**config.mk**
```make
export PLATFORM = sky130hd
export DESIGN_NAME = rsie_core
export DESIGN_NICKNAME = d
export VERILOG_FILES = /design/src/hdl/rsie_core.v /design/src/hdl/rsie_event_cond.v
export VERILOG_INCLUDE_DIRS = /design/src /design/src/include
export SDC_FILE = /design/constraint.sdc
export NUM_CORES = 1
export LEC_CHECK = 0
export BUFFER_PORTS_ARGS = -buffer_cell sky130_fd_sc_hd__buf_2
export CORE_ASPECT_RATIO = 1.4
export CORE_MARGIN = 3
export CORE_UTILIZATION = 55
export DETAILED_ROUTE_END_ITERATION = 6
export PLACE_DENSITY = 0.77
export SYNTH_ARGS = -nofsm -noshare
export SYNTH_HDL_FRONTEND = slang
export SYNTH_SLANG_ARGS = --single-unit
```
**constraint.sdc**
```tcl
create_clock -name clk_i -period 4.6 [get_ports clk_i]
set_clock_uncertainty 0.1 [all_clocks]
set_input_delay 0.23 -clock clk_i [delete_from_list [all_inputs] [get_ports clk_i]]
set_output_delay 0.23 -clock clk_i [all_outputs]
set_load 0.005 [all_outputs]
```
**src/include/rsie_regs.vh**
```
// Register map and field layout of the event shortcut and interrupt enable block.
// Included by the design files; definitions only.
`ifndef RSIE_REGS_VH
`define RSIE_REGS_VH

// Byte offsets on the register bus
`define RSIE_OFF_LINKS 12'h200
`define RSIE_OFF_IRQ_SET 12'h304
`define RSIE_OFF_IRQ_CLR 12'h308
`define RSIE_OFF_EVT_FLAGS 12'h10c
`define RSIE_OFF_BC_COMPARE 12'h110
`define RSIE_OFF_SS_SAMPLE 12'h114
`define RSIE_ADDR_W 12

// Reset values
`define RSIE_LINKS_RESET 32'h00000000
`define RSIE_IRQ_RESET 32'h00000000

// Shortcut field positions in event_task_links
`define RSIE_SC_READY_START 0
`define RSIE_SC_END_DISABLE 1
`define RSIE_SC_DISABLED_TRANSMIT_RAMP_UP 2
`define RSIE_SC_DISABLED_RXEN 3
`define RSIE_SC_ADDRESS_SSSTART 4
`define RSIE_SC_END_START 5
`define RSIE_SC_ADDRESS_BIT_COUNTER_START 6
`define RSIE_SC_DISABLED_SSSTOP 8
`define RSIE_SC_RECEIVE_PATH_READY_CCA 11
`define RSIE_SC_CLEAR_TXRAMP 12
`define RSIE_SC_OCCUPIED_DISABLE 13
`define RSIE_SC_FRAME_BIT_COUNTER_START 14
`define RSIE_SC_READY_ENERGY_DETECT_START 15
`define RSIE_SC_EDDONE_DISABLE 16
`define RSIE_SC_CLEAR_STOP 17
`define RSIE_SC_TRANSMIT_PATH_READY_START 18
`define RSIE_SC_RECEIVE_PATH_READY_START 19
`define RSIE_SC_LASTBIT_DISABLE 20
`define RSIE_SC_LASTBIT_START 21
`define RSIE_SC_MASK 32'h003ff97f

// Event bit positions (same layout in both enable registers)
`define RSIE_EV_READY 0
`define RSIE_EV_ADDRESS 1
`define RSIE_EV_PAYLOAD 2
`define RSIE_EV_END 3
`define RSIE_EV_DISABLED 4
`define RSIE_EV_DEVMATCH 5
`define RSIE_EV_DEVMISS 6
`define RSIE_EV_SS_DONE 7
`define RSIE_EV_BC_REACHED 10
`define RSIE_EV_CRCOK 12
`define RSIE_EV_CRCERR 13
`define RSIE_EV_FRAME_SEEN 14
`define RSIE_EV_ED_DONE 15
`define RSIE_EV_ED_STOPPED 16
`define RSIE_EV_CLEAR 17
`define RSIE_EV_OCCUPIED 18
`define RSIE_EV_CCA_STOPPED 19
`define RSIE_EV_RATEBOOST 20
`define RSIE_EV_TRANSMIT_PATH_READY 21
`define RSIE_EV_RECEIVE_PATH_READY 22
`define RSIE_EV_MHRMATCH 23
`define RSIE_EV_PREAMBLE 26
`define RSIE_EV_LASTBIT 27
`define RSIE_EV_TONE_EXT 28
`define RSIE_EV_MASK 32'h1cfff4ff

// Task bit positions on the task output vector
`define RSIE_TK_START 0
`define RSIE_TK_DISABLE 1
`define RSIE_TK_TXRAMP 2
`define RSIE_TK_RXRAMP 3
`define RSIE_TK_SS_START 4
`define RSIE_TK_SS_STOP 5
`define RSIE_TK_BC_START 6
`define RSIE_TK_CCA_START 7
`define RSIE_TK_ED_START 8
`define RSIE_TK_STOP 9
`define RSIE_TK_W 10

// Radio modes that allow the preamble-seen event
`define RSIE_MODE_W 4
`define RSIE_MODE_LR125K 4'h5
`define RSIE_MODE_LR500K 4'h6
`define RSIE_MODE_PAN250K 4'hf

`endif

```
**src/hdl/rsie_core.v**
```verilog
// Shortcut matrix, event flags and interrupt enables behind classic Wishbone.
// Assumes one clock, synchronous reset, radio events as one-cycle pulses.
`timescale 1ns/100ps
`include "rsie_regs.vh"

module rsie_core #(
  parameter BC_W = 16,
  parameter SS_W = 7
) (
  input wire clk_i,
  input wire rst_i,
  input wire wb_cyc_i,
  input wire wb_stb_i,
  input wire wb_we_i,
  input wire [`RSIE_ADDR_W-1:0] wb_adr_i,
  input wire [3:0] wb_sel_i,
  input wire [31:0] wb_dat_i,
  output reg [31:0] wb_dat_o,
  output reg wb_ack_o,
  input wire [31:0] event_i,
  input wire ss_sample_valid_i,
  input wire [SS_W-1:0] ss_sample_i,
  input wire [BC_W-1:0] bit_count_i,
  input wire bc_running_i,
  input wire preamble_hit_i,
  input wire rx_active_i,
  input wire [`RSIE_MODE_W-1:0] mode_i,
  output reg [`RSIE_TK_W-1:0] task_o,
  output reg irq_o
);

  reg [31:0] event_task_links;
  reg [31:0] irq_enable;
  reg [31:0] evt_flags;
  reg [BC_W-1:0] bit_count_compare;
  reg [SS_W-1:0] ss_sample;
  reg [`RSIE_TK_W-1:0] next_task;
  reg [31:0] rd_mux;
  wire ss_done;
  wire bc_reached;
  wire preamble;
  wire [31:0] ev;
  wire access;
  wire wr;
  wire [31:0] wmask;
  wire [31:0] wdata_m;

  // Events produced from datapath status
  rsie_event_cond #(
    .BC_W(BC_W)
  ) u_cond (
    .clk_i(clk_i),
    .rst_i(rst_i),
    .ss_sample_valid_i(ss_sample_valid_i),
    .bit_count_i(bit_count_i),
    .bc_running_i(bc_running_i),
    .bit_count_compare_i(bit_count_compare),
    .preamble_hit_i(preamble_hit_i),
    .rx_active_i(rx_active_i),
    .mode_i(mode_i),
    .ss_done_o(ss_done),
    .bc_reached_o(bc_reached),
    .preamble_o(preamble)
  );

  // Merge internal events over the external vector, unused bits dropped
  assign ev = ((event_i & ~((32'h1 << `RSIE_EV_SS_DONE) | (32'h1 << `RSIE_EV_BC_REACHED) |
               (32'h1 << `RSIE_EV_PREAMBLE))) |
               ({31'h0, ss_done} << `RSIE_EV_SS_DONE) |
               ({31'h0, bc_reached} << `RSIE_EV_BC_REACHED) |
               ({31'h0, preamble} << `RSIE_EV_PREAMBLE)) & `RSIE_EV_MASK;

  // Bus decode; ack is one cycle after the strobe and never back to back
  assign access = wb_cyc_i && wb_stb_i && !wb_ack_o;
  assign wr = access && wb_we_i;
  assign wmask = {{8{wb_sel_i[3]}}, {8{wb_sel_i[2]}}, {8{wb_sel_i[1]}}, {8{wb_sel_i[0]}}};
  assign wdata_m = wb_dat_i & wmask;

  // Shortcut matrix: each link turns an event into a task pulse
  always @* begin
    next_task = {`RSIE_TK_W{1'b0}};
    next_task[`RSIE_TK_START] =
      (event_task_links[`RSIE_SC_READY_START] && ev[`RSIE_EV_READY]) ||
      (event_task_links[`RSIE_SC_END_START] && ev[`RSIE_EV_END]) ||
      (event_task_links[`RSIE_SC_TRANSMIT_PATH_READY_START] && ev[`RSIE_EV_TRANSMIT_PATH_READY]) ||
      (event_task_links[`RSIE_SC_RECEIVE_PATH_READY_START] && ev[`RSIE_EV_RECEIVE_PATH_READY]) ||
      (event_task_links[`RSIE_SC_LASTBIT_START] && ev[`RSIE_EV_LASTBIT]);
    next_task[`RSIE_TK_DISABLE] =
      (event_task_links[`RSIE_SC_END_DISABLE] && ev[`RSIE_EV_END]) ||
      (event_task_links[`RSIE_SC_OCCUPIED_DISABLE] && ev[`RSIE_EV_OCCUPIED]) ||
      (event_task_links[`RSIE_SC_EDDONE_DISABLE] && ev[`RSIE_EV_ED_DONE]) ||
      (event_task_links[`RSIE_SC_LASTBIT_DISABLE] && ev[`RSIE_EV_LASTBIT]);
    next_task[`RSIE_TK_TXRAMP] =
      (event_task_links[`RSIE_SC_DISABLED_TRANSMIT_RAMP_UP] && ev[`RSIE_EV_DISABLED]) ||
      (event_task_links[`RSIE_SC_CLEAR_TXRAMP] && ev[`RSIE_EV_CLEAR]);
    next_task[`RSIE_TK_RXRAMP] =
      event_task_links[`RSIE_SC_DISABLED_RXEN] && ev[`RSIE_EV_DISABLED];
    next_task[`RSIE_TK_SS_START] =
      event_task_links[`RSIE_SC_ADDRESS_SSSTART] && ev[`RSIE_EV_ADDRESS];
    next_task[`RSIE_TK_SS_STOP] =
      event_task_links[`RSIE_SC_DISABLED_SSSTOP] && ev[`RSIE_EV_DISABLED];
    next_task[`RSIE_TK_BC_START] =
      (event_task_links[`RSIE_SC_ADDRESS_BIT_COUNTER_START] && ev[`RSIE_EV_ADDRESS]) ||
      (event_task_links[`RSIE_SC_FRAME_BIT_COUNTER_START] && ev[`RSIE_EV_FRAME_SEEN]);
    next_task[`RSIE_TK_CCA_START] =
      event_task_links[`RSIE_SC_RECEIVE_PATH_READY_CCA] && ev[`RSIE_EV_RECEIVE_PATH_READY];
    next_task[`RSIE_TK_ED_START] =
      event_task_links[`RSIE_SC_READY_ENERGY_DETECT_START] && ev[`RSIE_EV_READY];
    next_task[`RSIE_TK_STOP] =
      event_task_links[`RSIE_SC_CLEAR_STOP] && ev[`RSIE_EV_CLEAR];
  end

  // Read mux; unmapped offsets read as zero and still acknowledge
  always @* begin
    case (wb_adr_i)
      `RSIE_OFF_LINKS: rd_mux = event_task_links;
      `RSIE_OFF_IRQ_SET: rd_mux = irq_enable;
      `RSIE_OFF_IRQ_CLR: rd_mux = irq_enable;
      `RSIE_OFF_EVT_FLAGS: rd_mux = evt_flags;
      `RSIE_OFF_BC_COMPARE: rd_mux = {{(32-BC_W){1'b0}}, bit_count_compare};
      `RSIE_OFF_SS_SAMPLE: rd_mux = {{(32-SS_W){1'b0}}, ss_sample};
      default: rd_mux = 32'h00000000;
    endcase
  end

  // Task pulses are registered so the outputs come straight from flops
  always @(posedge clk_i) begin
    if (rst_i) begin
      task_o <= {`RSIE_TK_W{1'b0}};
    end else begin
      task_o <= next_task;
    end
  end

  // Bus slave and writable registers
  always @(posedge clk_i) begin
    if (rst_i) begin
      wb_ack_o <= 1'b0;
      wb_dat_o <= 32'h00000000;
      event_task_links <= `RSIE_LINKS_RESET;
      irq_enable <= `RSIE_IRQ_RESET;
      bit_count_compare <= {BC_W{1'b0}};
    end else begin
      wb_ack_o <= access;
      if (access && !wb_we_i) begin
        wb_dat_o <= rd_mux;
      end
      if (wr && wb_adr_i == `RSIE_OFF_LINKS) begin
        event_task_links <= ((event_task_links & ~wmask) | wdata_m) & `RSIE_SC_MASK;
      end
      // Zero bits leave enables alone; only written ones act
      if (wr && wb_adr_i == `RSIE_OFF_IRQ_SET) begin
        irq_enable <= irq_enable | (wdata_m & `RSIE_EV_MASK);
      end
      if (wr && wb_adr_i == `RSIE_OFF_IRQ_CLR) begin
        irq_enable <= irq_enable & ~wdata_m;
      end
      if (wr && wb_adr_i == `RSIE_OFF_BC_COMPARE) begin
        bit_count_compare <= (bit_count_compare & wmask[BC_W-1:0]) ^ bit_count_compare ^
                             (wb_dat_i[BC_W-1:0] & wmask[BC_W-1:0]);
      end
    end
  end

  // Sample is captured with the done event so software reads the new value
  always @(posedge clk_i) begin
    if (rst_i) begin
      ss_sample <= {SS_W{1'b0}};
    end else if (ss_sample_valid_i) begin
      ss_sample <= ss_sample_i;
    end
  end

  // Sticky event flags; software clears with write-one, a new event wins
  always @(posedge clk_i) begin
    if (rst_i) begin
      evt_flags <= 32'h00000000;
    end else if (wr && wb_adr_i == `RSIE_OFF_EVT_FLAGS) begin
      evt_flags <= (evt_flags & ~wdata_m) | ev;
    end else begin
      evt_flags <= evt_flags | ev;
    end
  end

  // Interrupt line from registered flags and enables
  always @(posedge clk_i) begin
    if (rst_i) begin
      irq_o <= 1'b0;
    end else begin
      irq_o <= |(evt_flags & irq_enable);
    end
  end

endmodule // rsie_core

```
**src/hdl/rsie_event_cond.v**
```verilog
// Event qualifier: derives three events from radio datapath status.
// Assumes all inputs are synchronous to clk_i.
`timescale 1ns/100ps
`include "rsie_regs.vh"

module rsie_event_cond #(
  parameter BC_W = 16
) (
  input wire clk_i,
  input wire rst_i,
  input wire ss_sample_valid_i,
  input wire [BC_W-1:0] bit_count_i,
  input wire bc_running_i,
  input wire [BC_W-1:0] bit_count_compare_i,
  input wire preamble_hit_i,
  input wire rx_active_i,
  input wire [`RSIE_MODE_W-1:0] mode_i,
  output reg ss_done_o,
  output reg bc_reached_o,
  output reg preamble_o
);

  reg bc_hit_q;
  wire bc_hit;
  wire lr_mode;

  assign bc_hit = bc_running_i && (bit_count_i == bit_count_compare_i);
  assign lr_mode = (mode_i == `RSIE_MODE_LR125K) || (mode_i == `RSIE_MODE_LR500K) ||
                   (mode_i == `RSIE_MODE_PAN250K);

  // ss_done and preamble follow their inputs a cycle later; only the compare fires once on the match edge
  always @(posedge clk_i) begin
    if (rst_i) begin
      ss_done_o <= 1'b0;
      bc_reached_o <= 1'b0;
      preamble_o <= 1'b0;
      bc_hit_q <= 1'b0;
    end else begin
      ss_done_o <= ss_sample_valid_i;
      bc_hit_q <= bc_hit;
      bc_reached_o <= bc_hit && !bc_hit_q;
      // Detector may fire falsely; no filtering is attempted
      preamble_o <= preamble_hit_i && rx_active_i && lr_mode;
    end
  end

endmodule // rsie_event_cond

```
==> flow_metrics.py, run 1 <==
metrics = {
    "status": {
        "outcome": "finished with violations",
        "violations": "design-rule violations",
    },
    "grt": {
        "grt_max_degree": 109,
        "grt_usage_pct": 31.6,
        "busiest_layer": "met2",
        "use_met1_pct": 37.0,
        "grt_pass1_vias": 6937,
        "grt.met3_usage_pct": 6.98,
        "antenna_found_initial": 0,
        "gr-total-overflow": 0,
        "grt_util_met2_pct": 52.4,
        "grt_pass1_wl_mm": 35.3,
    },
    "die": {
        "die_area_um2": 14300,
        "core_um2": 12500,
        "rows": 48,
        "die-height_um": 140,
        "die_x_um": 102,
        "initial_core_util_pct": 56.8,
        "num_io_pins": 160,
    },
    "routing": {
        "drc": 14,
        "via_per_inst": 6.40,
        "drt_iter0_drc": 703,
        "antenna_left": 0,
        "vias": 6869,
        "wl_per_cell_um": 20.9,
        "totalWireLength_mm": 22.5,
        "first_pass_iters": 7,
    },
    "cts": {
        "clk_pin_slew_ps": 60,
        "cts_setup_buffers": 0,
        "clockBufferDepth": 2,
        "cts_tree": "yes",
        "cts.sinks": 154,
        "clkLatencyLatePin_ps": 420,
        "cts_resized": 0,
        "numCtsBuffers": 17,
        "cts_max_level": 4,
        "cts_root_buffer": "clkbuf_16",
    },
    "placed_design": {
        "post-place-ws_ps": 1880,
        "hpwl_mm": 15.2,
        "place.port_buffers": 148,
        "place_congestion": 0.912,
    },
    "hold_path": {
        "worstHoldPathCells": 3,
        "min-delay-start": "wb_dat_i[3]",
        "hold_path.class": "input pin to register",
    },
    "final_layout": {
        "antenna_cells": 0,
        "drive_gt1_share_pct": 25.6,
        "nNetsFinal": 1028,
        "area_growth_pct": 25.0,
    },
    "critical_path": {
        "reg2reg_slack_ps": 2200,
        "reg2reg_depth": 4,
        "start_kind": "input pin",
        "critPathKind": "input pin to register",
        "crit_path_end_kind": "register",
        "cp.arrival_ps": 2770,
        "critPathMaxFanout": 108,
        "required_ps": 4800,
        "rr_startpoint": "wb_ack_o",
        "r2r_end": "evt_flags[22]",
    },
    "synthesis": {
        "yosysTopAreaCellShare_pct": 43.5,
        "synthMuxAreaShare_pct": 4.78,
        "synth_adder_area_share_pct": 0,
        "yosysTopAreaCell": "dfxtp_1",
        "ys_warn_count": 0,
        "synthTopCellsByCount": "154 x dfxtp_1, 72 x nor2_1, 47 x a31oi_1",
        "synthFlopType": "dfxtp_1",
        "synth.distinct_cells": 50,
        "synth-compound-area-share_pct": 25.6,
        "yosys.area_share.simple_pct": 18.0,
        "synth_nets": 875,
        "postSynthCellCount": 759,
        "synth-xor-area-share_pct": 2.35,
        "synth_edf_count": 0,
        "synth_area_um2": 7090,
        "synthArstFlopShare_pct": 0,
        "seq_area_frac_synth_pct": 43.5,
        "synth_seq_cells": 154,
        "synth_top_family_by_area": "compound AO/OA/AOI/OAI gates",
        "syn_avg_cell_area_um2": 9.34,
        "ys_top_cells_by_area": "dfxtp_1 43%, a211oi_2 5.3%, a31oi_1 4.1%, a311oi_1 4.1%, nand2b_1 4.1%",
        "yosys.cell_count.top_type": "dfxtp_1",
    },
    "timing": {
        "slew_headroom_pct": 23.6,
        "finalMaxSlewViolations": 0,
        "fin_ws_ps": 2030,
        "post-route-period-util_pct": 55.8,
        "period_minus_slack_ps": 2570,
        "hold_viol_final": 0,
        "fmax_mhz": 389,
        "tightest_slew_ps": 1140,
        "fin_tns_setup_ps": 0,
        "finalSetupViolCount": 0,
        "rsz0062_at_grt": "no",
    },
    "power_and_ir_drop": {
        "p_int_w": 0.00249,
        "p_per_area_nw_per_um2": 360,
        "switching_share_pct": 22.1,
        "power_switching_w": 0.000706,
        "pwr-share-clk_pct": 48.0,
        "p_comb_share_pct": 8.4,
        "vdd_drop_max_mv": 0.259,
        "p_leak_nw": 3.55,
        "power_frac_seq_pct": 43.5,
    },
    "flow_run": {
        "maxCapViolCount": 0,
    },
}
-- per-stage QoR --
step	power (W)	std cells	hold slack [ps]	utilization (%)	area, um2
final	0.00319	1074	5.64	70.9	8860
after global routing	0.00329	1074	11.0	70.9	8860
after CTS	0.00319	1074	0.896	70.9	8860
after detailed placement	0.00166	1003	282	62.6	7820
after global placement	0.00165	1003	286	62.6	7820
after floorplan	0.00154	759	229	-	7090
-- area by class of cell --
cell class / instances / area [um2]
Tap cell: 150 / 188
Multi-Input combinational cell: 512 / 3620
Clock buffer: 23 / 478
Sequential cell: 154 / 3080
Inverter: 33 / 124
Clock inverter: 8 / 165
Fill cell: 943 / 3630
Timing Repair Buffer: 194 / 1200
-- per-layer routing --
layer  up-vias  part of all wire, %
met4         0                  5.7
met5         -                    0
li1       3138                    -
met1      3225                   37
met2       409                   49
met3        97                  8.1
-- power groups by stage --
| stage | Sequential (W) | Clock [W] | Combinational [W] |
|---|---|---|---|
| 3_5_place_dp | 0.00142 | 0 | 0.000238 |
| 4_1_cts | 0.00139 | 0.00154 | 0.000265 |
| 3_3_place_gp | 0.00142 | 0 | 0.000231 |
| 2_1_floorplan | 0.00141 | 0 | 0.000132 |
| 5_1_grt | 0.00139 | 0.00160 | 0.000293 |
| 6_report | 0.00139 | 0.00153 | 0.000269 |
-- logic make-up after synthesis --
kind of cell / count (synthesis)
compound gates: 232
xor+xnor: 19
buf+inv: 93
flops: 154
mux: 33
simple gates: 228
-- placed cells by master, fill, tap and decap left out, drive strengths merged, types with 7 or more instances in the layout --
cell	count
a211oi	43
a21oi	30
a221oi	8
a22oi	39
a311oi	33
a31oi	47
and2	26
buf	154
clkbuf	23
dfxtp	154
dlygate4sd3	40
inv	33
mux2	7
mux2i	26
nand2	9
nand2b	46
nand3	18
nand4	7
nor2	73
nor3	15
nor4	8
o21ai	16
xor2	17
-- how the worst max path moves through the flow --
stage	startpoint	to	slack, ps	cells past startpoint
floorplan	wb_adr_i[5]	register	2610	6
global placement	wb_adr_i[2]	wb_dat_o[12]	1940	5
detailed placement	wb_adr_i[2]	wb_dat_o[5]	1880	5
CTS	rst_i	u_cond.preamble_o	2080	6
global route	rst_i	u_cond.preamble_o	1920	6
finish	rst_i	u_cond.preamble_o	2030	6
-- critical path: stages --
cell and delay, ps:
buf_4 800, buf_12 370, nand4b_1 150, dlygate4sd3_1 550
nor2_1 40, dlygate4sd3_1 550
-- repair_timing --
item | in CTS | in global routing
hold endpoints to repair | 47 | 0
endpoints found under the setup margin | 0 | 0
hold buffers | 40 | 0
Note: power is estimated with default switching activity, not from simulation.
==> inputs of run 2 (changes only) <==
CORE_UTILIZATION = 54   (was 55)
PLACE_DENSITY = 0.76   (was 0.77)
clock period = 2.6 ns   (was 4.6 ns; I/O delays follow)
==> run 2 against run 1 <==
The flow now finishes without violations. Sequential power is 77% higher. Critical path depth stayed put. Worst hold slack better by 5.7 ps. Routed wire length is 3.5% higher. Setup slack worse by 2000 ps. Register-to-register slack worse by 2100 ps. First-iteration DRC count is 6.4% higher. Highest routed layer unchanged.
==> flow_metrics.py, run 2 (same netlist as run 1, synthesis figures left out) <==
metrics = {
    "grt": {
        "grt_max_degree": 87,
        "grt_pass1_vias": 7169,
        "grt_usage_pct": 32.4,
        "grt_pass1_wl_mm": 36.5,
        "antenna_found_initial": 0,
        "gr-total-overflow": 0,
    },
    "placed_design": {
        "hpwl_mm": 15.7,
        "place_congestion": 0.894,
        "place.port_buffers": 148,
    },
    "cts": {
        "cts_resized": 0,
        "cts_tree": "yes",
        "clk_pin_slew_ps": 70,
        "cts_setup_buffers": 0,
        "cts_root_buffer": "clkbuf_16",
        "clkLatencyLatePin_ps": 430,
        "cts_max_level": 4,
        "cts.sinks": 154,
        "numCtsBuffers": 17,
        "clockBufferDepth": 2,
    },
    "power_and_ir_drop": {
        "power_switching_w": 0.00137,
        "vdd_drop_max_mv": 0.345,
        "p_per_area_nw_per_um2": 594,
        "switching_share_pct": 24.9,
        "power_frac_seq_pct": 44.8,
        "power_w": 0.00549,
        "p_int_w": 0.00413,
        "pwr-share-clk_pct": 45.7,
        "p_leak_nw": 3.72,
        "p_comb_share_pct": 9.5,
    },
    "hold_path": {
        "hold_path.class": "input pin to register",
    },
    "final_layout": {
        "area_growth_pct": 30.5,
        "nNetsFinal": 1072,
        "mostFrequentLayoutCells": "154 x dfxtp_1, 147 x buf_2, 72 x dlygate4sd3_1, 71 x nor2_1, 47 x a31oi_1",
        "drive_gt1_share_pct": 26.0,
        "antenna_cells": 0,
        "final_common_cell": "dfxtp_1",
        "final_util_pct": 73.4,
        "nFillCells": 916,
    },
    "die": {
        "die_area_um2": 14600,
        "rows": 48,
        "initial_core_util_pct": 56.2,
        "core_um2": 12600,
        "num_io_pins": 160,
        "die_x_um": 103,
        "die-height_um": 142,
    },
    "critical_path": {
        "crit_path_max_incr_delay_ps": 590,
        "cp_top_family": "buffers and inverters",
        "required_ps": 2820,
        "critPathKind": "register to register",
        "start_kind": "register",
        "slowest_stage": "dlygate4sd3_1",
        "cp.arrival_ps": 2750,
        "crit_chain": "and4b_1 -> buf_12 -> nor4b_4 -> buf_4 -> a311oi_1 -> dlygate4sd3_1",
        "path_buf_inv": 3,
        "critPathMaxFanout": 33,
        "crit_path_end_kind": "register",
    },
    "timing": {
        "period_minus_slack_ps": 2540,
        "fmax_mhz": 394,
        "rsz0062_at_grt": "no",
        "slew_headroom_pct": 40.2,
        "finalMaxSlewViolations": 0,
        "finalSetupViolCount": 0,
        "post-route-period-util_pct": 97.6,
        "hold_viol_final": 0,
        "fin_tns_setup_ps": 0,
        "tightest_slew_ps": 896,
    },
    "routing": {
        "drc": 0,
        "drt_iter0_drc": 748,
        "vias": 7031,
        "first_pass_iters": 6,
        "via_per_inst": 6.28,
        "totalWireLength_mm": 23.3,
        "wl_per_cell_um": 20.8,
        "antenna_left": 0,
    },
    "flow_run": {
        "maxCapViolCount": 0,
    },
    "status": {
        "outcome": "complete, no violations",
    },
}
run 2: path summary, 6_finish.rpt:
check / slack, ps / depth (start not counted) / startpoint / end
worst min register to register: 320 / 1 / u_cond.bc_hit_q / u_cond.bc_reached_o
worst max register to register: 60 / 6 / wb_ack_o / evt_flags[22]
worst min-delay path: 10 / 2 / ss_sample_valid_i / u_cond.ss_done_o
worst max-delay path: 60 / 6 / wb_ack_o / evt_flags[22]
run 2: repair_timing:
item                                   CTS  global route
setup endpoints to repair                0             0
hold buffers                            72             0
endpoints found under the hold margin  100             0
run 2: metal layers:
metal | wire [um] | part of all wire, % | vias up | global-route usage [%]
met2 | 11500 | 49 | 425 | 53.3
met1 | 8520 | 37 | 3293 | 38.3
li1 | - | - | 3213 | -
met4 | 1370 | 5.9 | 0 | 19.8
met5 | 0 | 0 | - | 0
met3 | 1880 | 8.1 | 100 | 6.05
run 2: area by class of cell:
class                   instances  area, um2  area share [%]
flip-flops and latches        154       3080            33.3
inverters                      33        124            1.34
multi-input cells             512       3610            39.0
clock buffers                  18        439            4.74
well taps                     150        188            2.03
clock inverters                14        161            1.74
repair buffers                238       1650            17.8
run 2: through the flow:
step / area, um2 / worst slack [ps] / cells / hold slack (ps)
floorplan: 7090 / 713 / 759 / 129
global placement: 7940 / 529 / 1015 / 235
detailed placement: 7940 / 470 / 1015 / 245
CTS: 9260 / 164 / 1119 / 1.68
global route: 9260 / 8.21 / 1119 / 4.14
finish: 9260 / 62.4 / 1119 / 11.4
run 2: power groups by stage:
stage               combinational, W  clock (W)  sequential [W]
finish                      0.000520    0.00251         0.00246
floorplan                   0.000233          0         0.00250
global placement            0.000415          0         0.00251
global route                0.000567    0.00263         0.00246
detailed placement          0.000428          0         0.00251
CTS                         0.000510    0.00253         0.00246
run 2: worst reg2reg max path, cell delays in order (launching register included):
cell,delay [ps]
dfxtp_1,330
and4b_1,340
buf_12,230
nor4b_4,240
buf_4,430
a311oi_1,170
dlygate4sd3_1,590
==> inputs of run 3 (changes only) <==
ABC_AREA = 1   (was default)
CORE_MARGIN = default   (was 3)
==> run 3 against run 2 <==
Critical endpoint is now u_cond.preamble_o. Global-route usage down 0.13 points. Sequential cell count is the same. Power decreased by 2.8%. Largest power group unchanged. Sequential power shrank 2%. Combinational power fell by 21%. Non-clock buffer count decreased by 13. Routed wire length down 5.6%. Critical path depth is the same. Final area shrank 0.78%. Cell count up 22%. Die area is 5.6% lower. Largest cell class unchanged. Critical path type is now input pin to register.
==> flow_metrics.py, run 3 <==
metrics = {
    "power_and_ir_drop": {
        "p_per_area_nw_per_um2": 581,
        "p_leak_nw": 4.20,
        "p_int_w": 0.00414,
        "power_frac_seq_pct": 45.4,
        "vdd_drop_max_mv": 0.442,
        "pwr-share-clk_pct": 46.9,
        "switching_share_pct": 22.4,
        "power_switching_w": 0.00120,
        "p_comb_share_pct": 7.7,
    },
    "cts": {
        "cts_tree": "yes",
        "cts_resized": 0,
        "cts_max_level": 4,
        "numCtsBuffers": 17,
        "clk_pin_slew_ps": 60,
        "clkLatencyLatePin_ps": 420,
        "cts_root_buffer": "clkbuf_16",
        "cts.sinks": 154,
        "clockBufferDepth": 2,
    },
    "critical_path": {
        "crit_chain": "dlygate4sd3_1 -> buf_2 -> nand3_1 -> dlygate4sd3_1 -> a21oi_1 -> dlygate4sd3_1",
        "required_ps": 2860,
        "critPathMaxFanout": 3,
        "start_kind": "input pin",
        "cp.arrival_ps": 2170,
        "cpMostUsedCell": "dlygate4sd3_1",
        "crit_path_max_incr_delay_ps": 590,
        "slowest_stage": "dlygate4sd3_1",
        "crit_path_end_kind": "register",
        "critPathKind": "input pin to register",
    },
    "synthesis": {
        "synthFlopType": "dfxtp_1",
        "synth_edf_count": 0,
        "ys_top_cells_by_area": "dfxtp_1 43%, nand2_1 11%, o21ai_0 6.6%, inv_1 6.1%, nor2_1 5.8%",
        "seq_area_frac_synth_pct": 43.0,
        "syn_avg_cell_area_um2": 7.16,
        "synth_nets": 1117,
        "ys_warn_count": 0,
        "synth.distinct_cells": 38,
        "yosysTopAreaCell": "dfxtp_1",
        "postSynthCellCount": 1001,
        "synth_area_um2": 7170,
        "synthArstFlopShare_pct": 0,
        "yosys.cell_count.top_type": "nand2_1",
        "yosysTopAreaCellShare_pct": 43.0,
        "synthTopCellsByCount": "213 x nand2_1, 154 x dfxtp_1, 117 x inv_1",
        "synth_seq_cells": 154,
    },
    "timing": {
        "rsz0062_at_grt": "no",
        "post-route-period-util_pct": 73.8,
        "slew_headroom_pct": 38.7,
        "tightest_slew_ps": 920,
        "fin_tns_setup_ps": 0,
        "finalMaxSlewViolations": 0,
        "finalSetupViolCount": 0,
        "fmax_mhz": 521,
        "period_minus_slack_ps": 1920,
        "hold_viol_final": 0,
    },
    "grt": {
        "grt_max_degree": 85,
        "gr-total-overflow": 0,
        "grt_pass1_wl_mm": 34.7,
        "grt_usage_pct": 32.2,
        "antenna_found_initial": 0,
        "grt_pass1_vias": 7091,
    },
    "routing": {
        "wl_per_cell_um": 16.1,
        "antenna_left": 0,
        "drc": 0,
        "via_per_inst": 5.56,
        "vias": 7578,
        "first_pass_iters": 6,
        "wl_met1_mm": 8.36,
        "totalWireLength_mm": 22.0,
        "drt_iter0_drc": 510,
        "dr_wl_met3_mm": 1.71,
        "wl_met2_mm": 10.8,
        "maxUsedRoutingLayer": "met4",
    },
    "placed_design": {
        "hpwl_mm": 14.6,
        "place.port_buffers": 148,
        "place_congestion": 0.911,
    },
    "die": {
        "die_area_um2": 13700,
        "core_um2": 12900,
        "rows": 49,
        "initial_core_util_pct": 55.7,
        "num_io_pins": 160,
        "die_x_um": 99.4,
        "die-height_um": 138,
    },
    "final_layout": {
        "final_util_pct": 71.3,
        "nNetsFinal": 1317,
        "final_common_cell": "nand2_1",
        "nFillCells": 1061,
        "multi_input_area_um2": 3380,
        "ff_latch_area_um2": 3080,
        "antenna_cells": 0,
        "drive_gt1_share_pct": 19.1,
        "area_growth_pct": 28.1,
        "mostFrequentLayoutCells": "213 x nand2_1, 154 x dfxtp_1, 148 x buf_2, 117 x inv_1, 109 x nor2_1",
    },
    "flow_run": {
        "maxCapViolCount": 0,
    },
    "status": {
        "outcome": "complete, no violations",
    },
    "hold_path": {
        "hold_path.class": "input pin to register",
    },
}
[run 3: repair_timing]
| item | in CTS | in global routing |
|---|---|---|
| endpoints found under the hold margin | 95 | 0 |
| setup buffers | 0 | 0 |
| hold buffers | 65 | 0 |
[run 3: power groups by stage]
stage                     clock [W]  combinational (W)  sequential [W]
final                       0.00251           0.000410         0.00242
after global routing        0.00261           0.000448         0.00243
after CTS                   0.00252           0.000402         0.00242
after detailed placement          0           0.000328         0.00247
after global placement            0           0.000324         0.00247
after floorplan                   0           0.000168         0.00247
[run 3: layout make-up]
| cell class | instances | share of cell area, % |
|---|---|---|
| inverters | 121 | 4.96 |
| multi-input cells | 682 | 36.8 |
| clock buffers | 21 | 5.12 |
| well taps | 153 | 2.08 |
| clock inverters | 8 | 1.31 |
| flip-flops and latches | 154 | 33.6 |
| repair buffers | 225 | 16.1 |
[run 3: worst paths after layout]
path,from,endpoint,slack (ps),depth (start not counted)
max reg2reg,wb_ack_o,register,790,6
min reg2reg,u_cond.bc_hit_q,u_cond.bc_reached_o,290,1
min,wb_dat_i[23],register,10,4
max,mode_i[0],u_cond.preamble_o,680,6
[run 3: cells by family after synthesis]
family	Yosys count	synth area share, %
flip-flops	154	43.0
XOR/XNOR	7	0.855
buffers and inverters	165	9.83
AND/OR/NAND/NOR	437	28.0
AO/OA/AOI/OAI	238	18.3
[run 3: worst max-delay path: cells and delay by family]
| family | cells | cell delay (ps) |
|---|---|---|
| buffers and inverters | 4 | 1810 |
| and+or+nand+nor | 1 | 60 |
| AOI/OAI and AO/OA | 1 | 170 |
[run 3: per-stage QoR]
step	cells	cell area (um2)	worst slack [ps]	total power, W	hold slack [ps]
final	1364	9180	682	0.00534	9.66
after global routing	1364	9180	634	0.00548	31.8
after CTS	1364	9180	813	0.00534	2.20
after detailed placement	1270	7940	657	0.00280	274
after global placement	1270	7940	676	0.00280	270
after floorplan	1001	7170	1100	0.00264	163
[run 3: layer usage]
metal / global-route usage [%] / vias up
met3: 5.06 / 88
li1: - / 3660
met5: 0 / -
met2: 54.7 / 386
met1: 37.9 / 3444
met4: 19.5 / 0
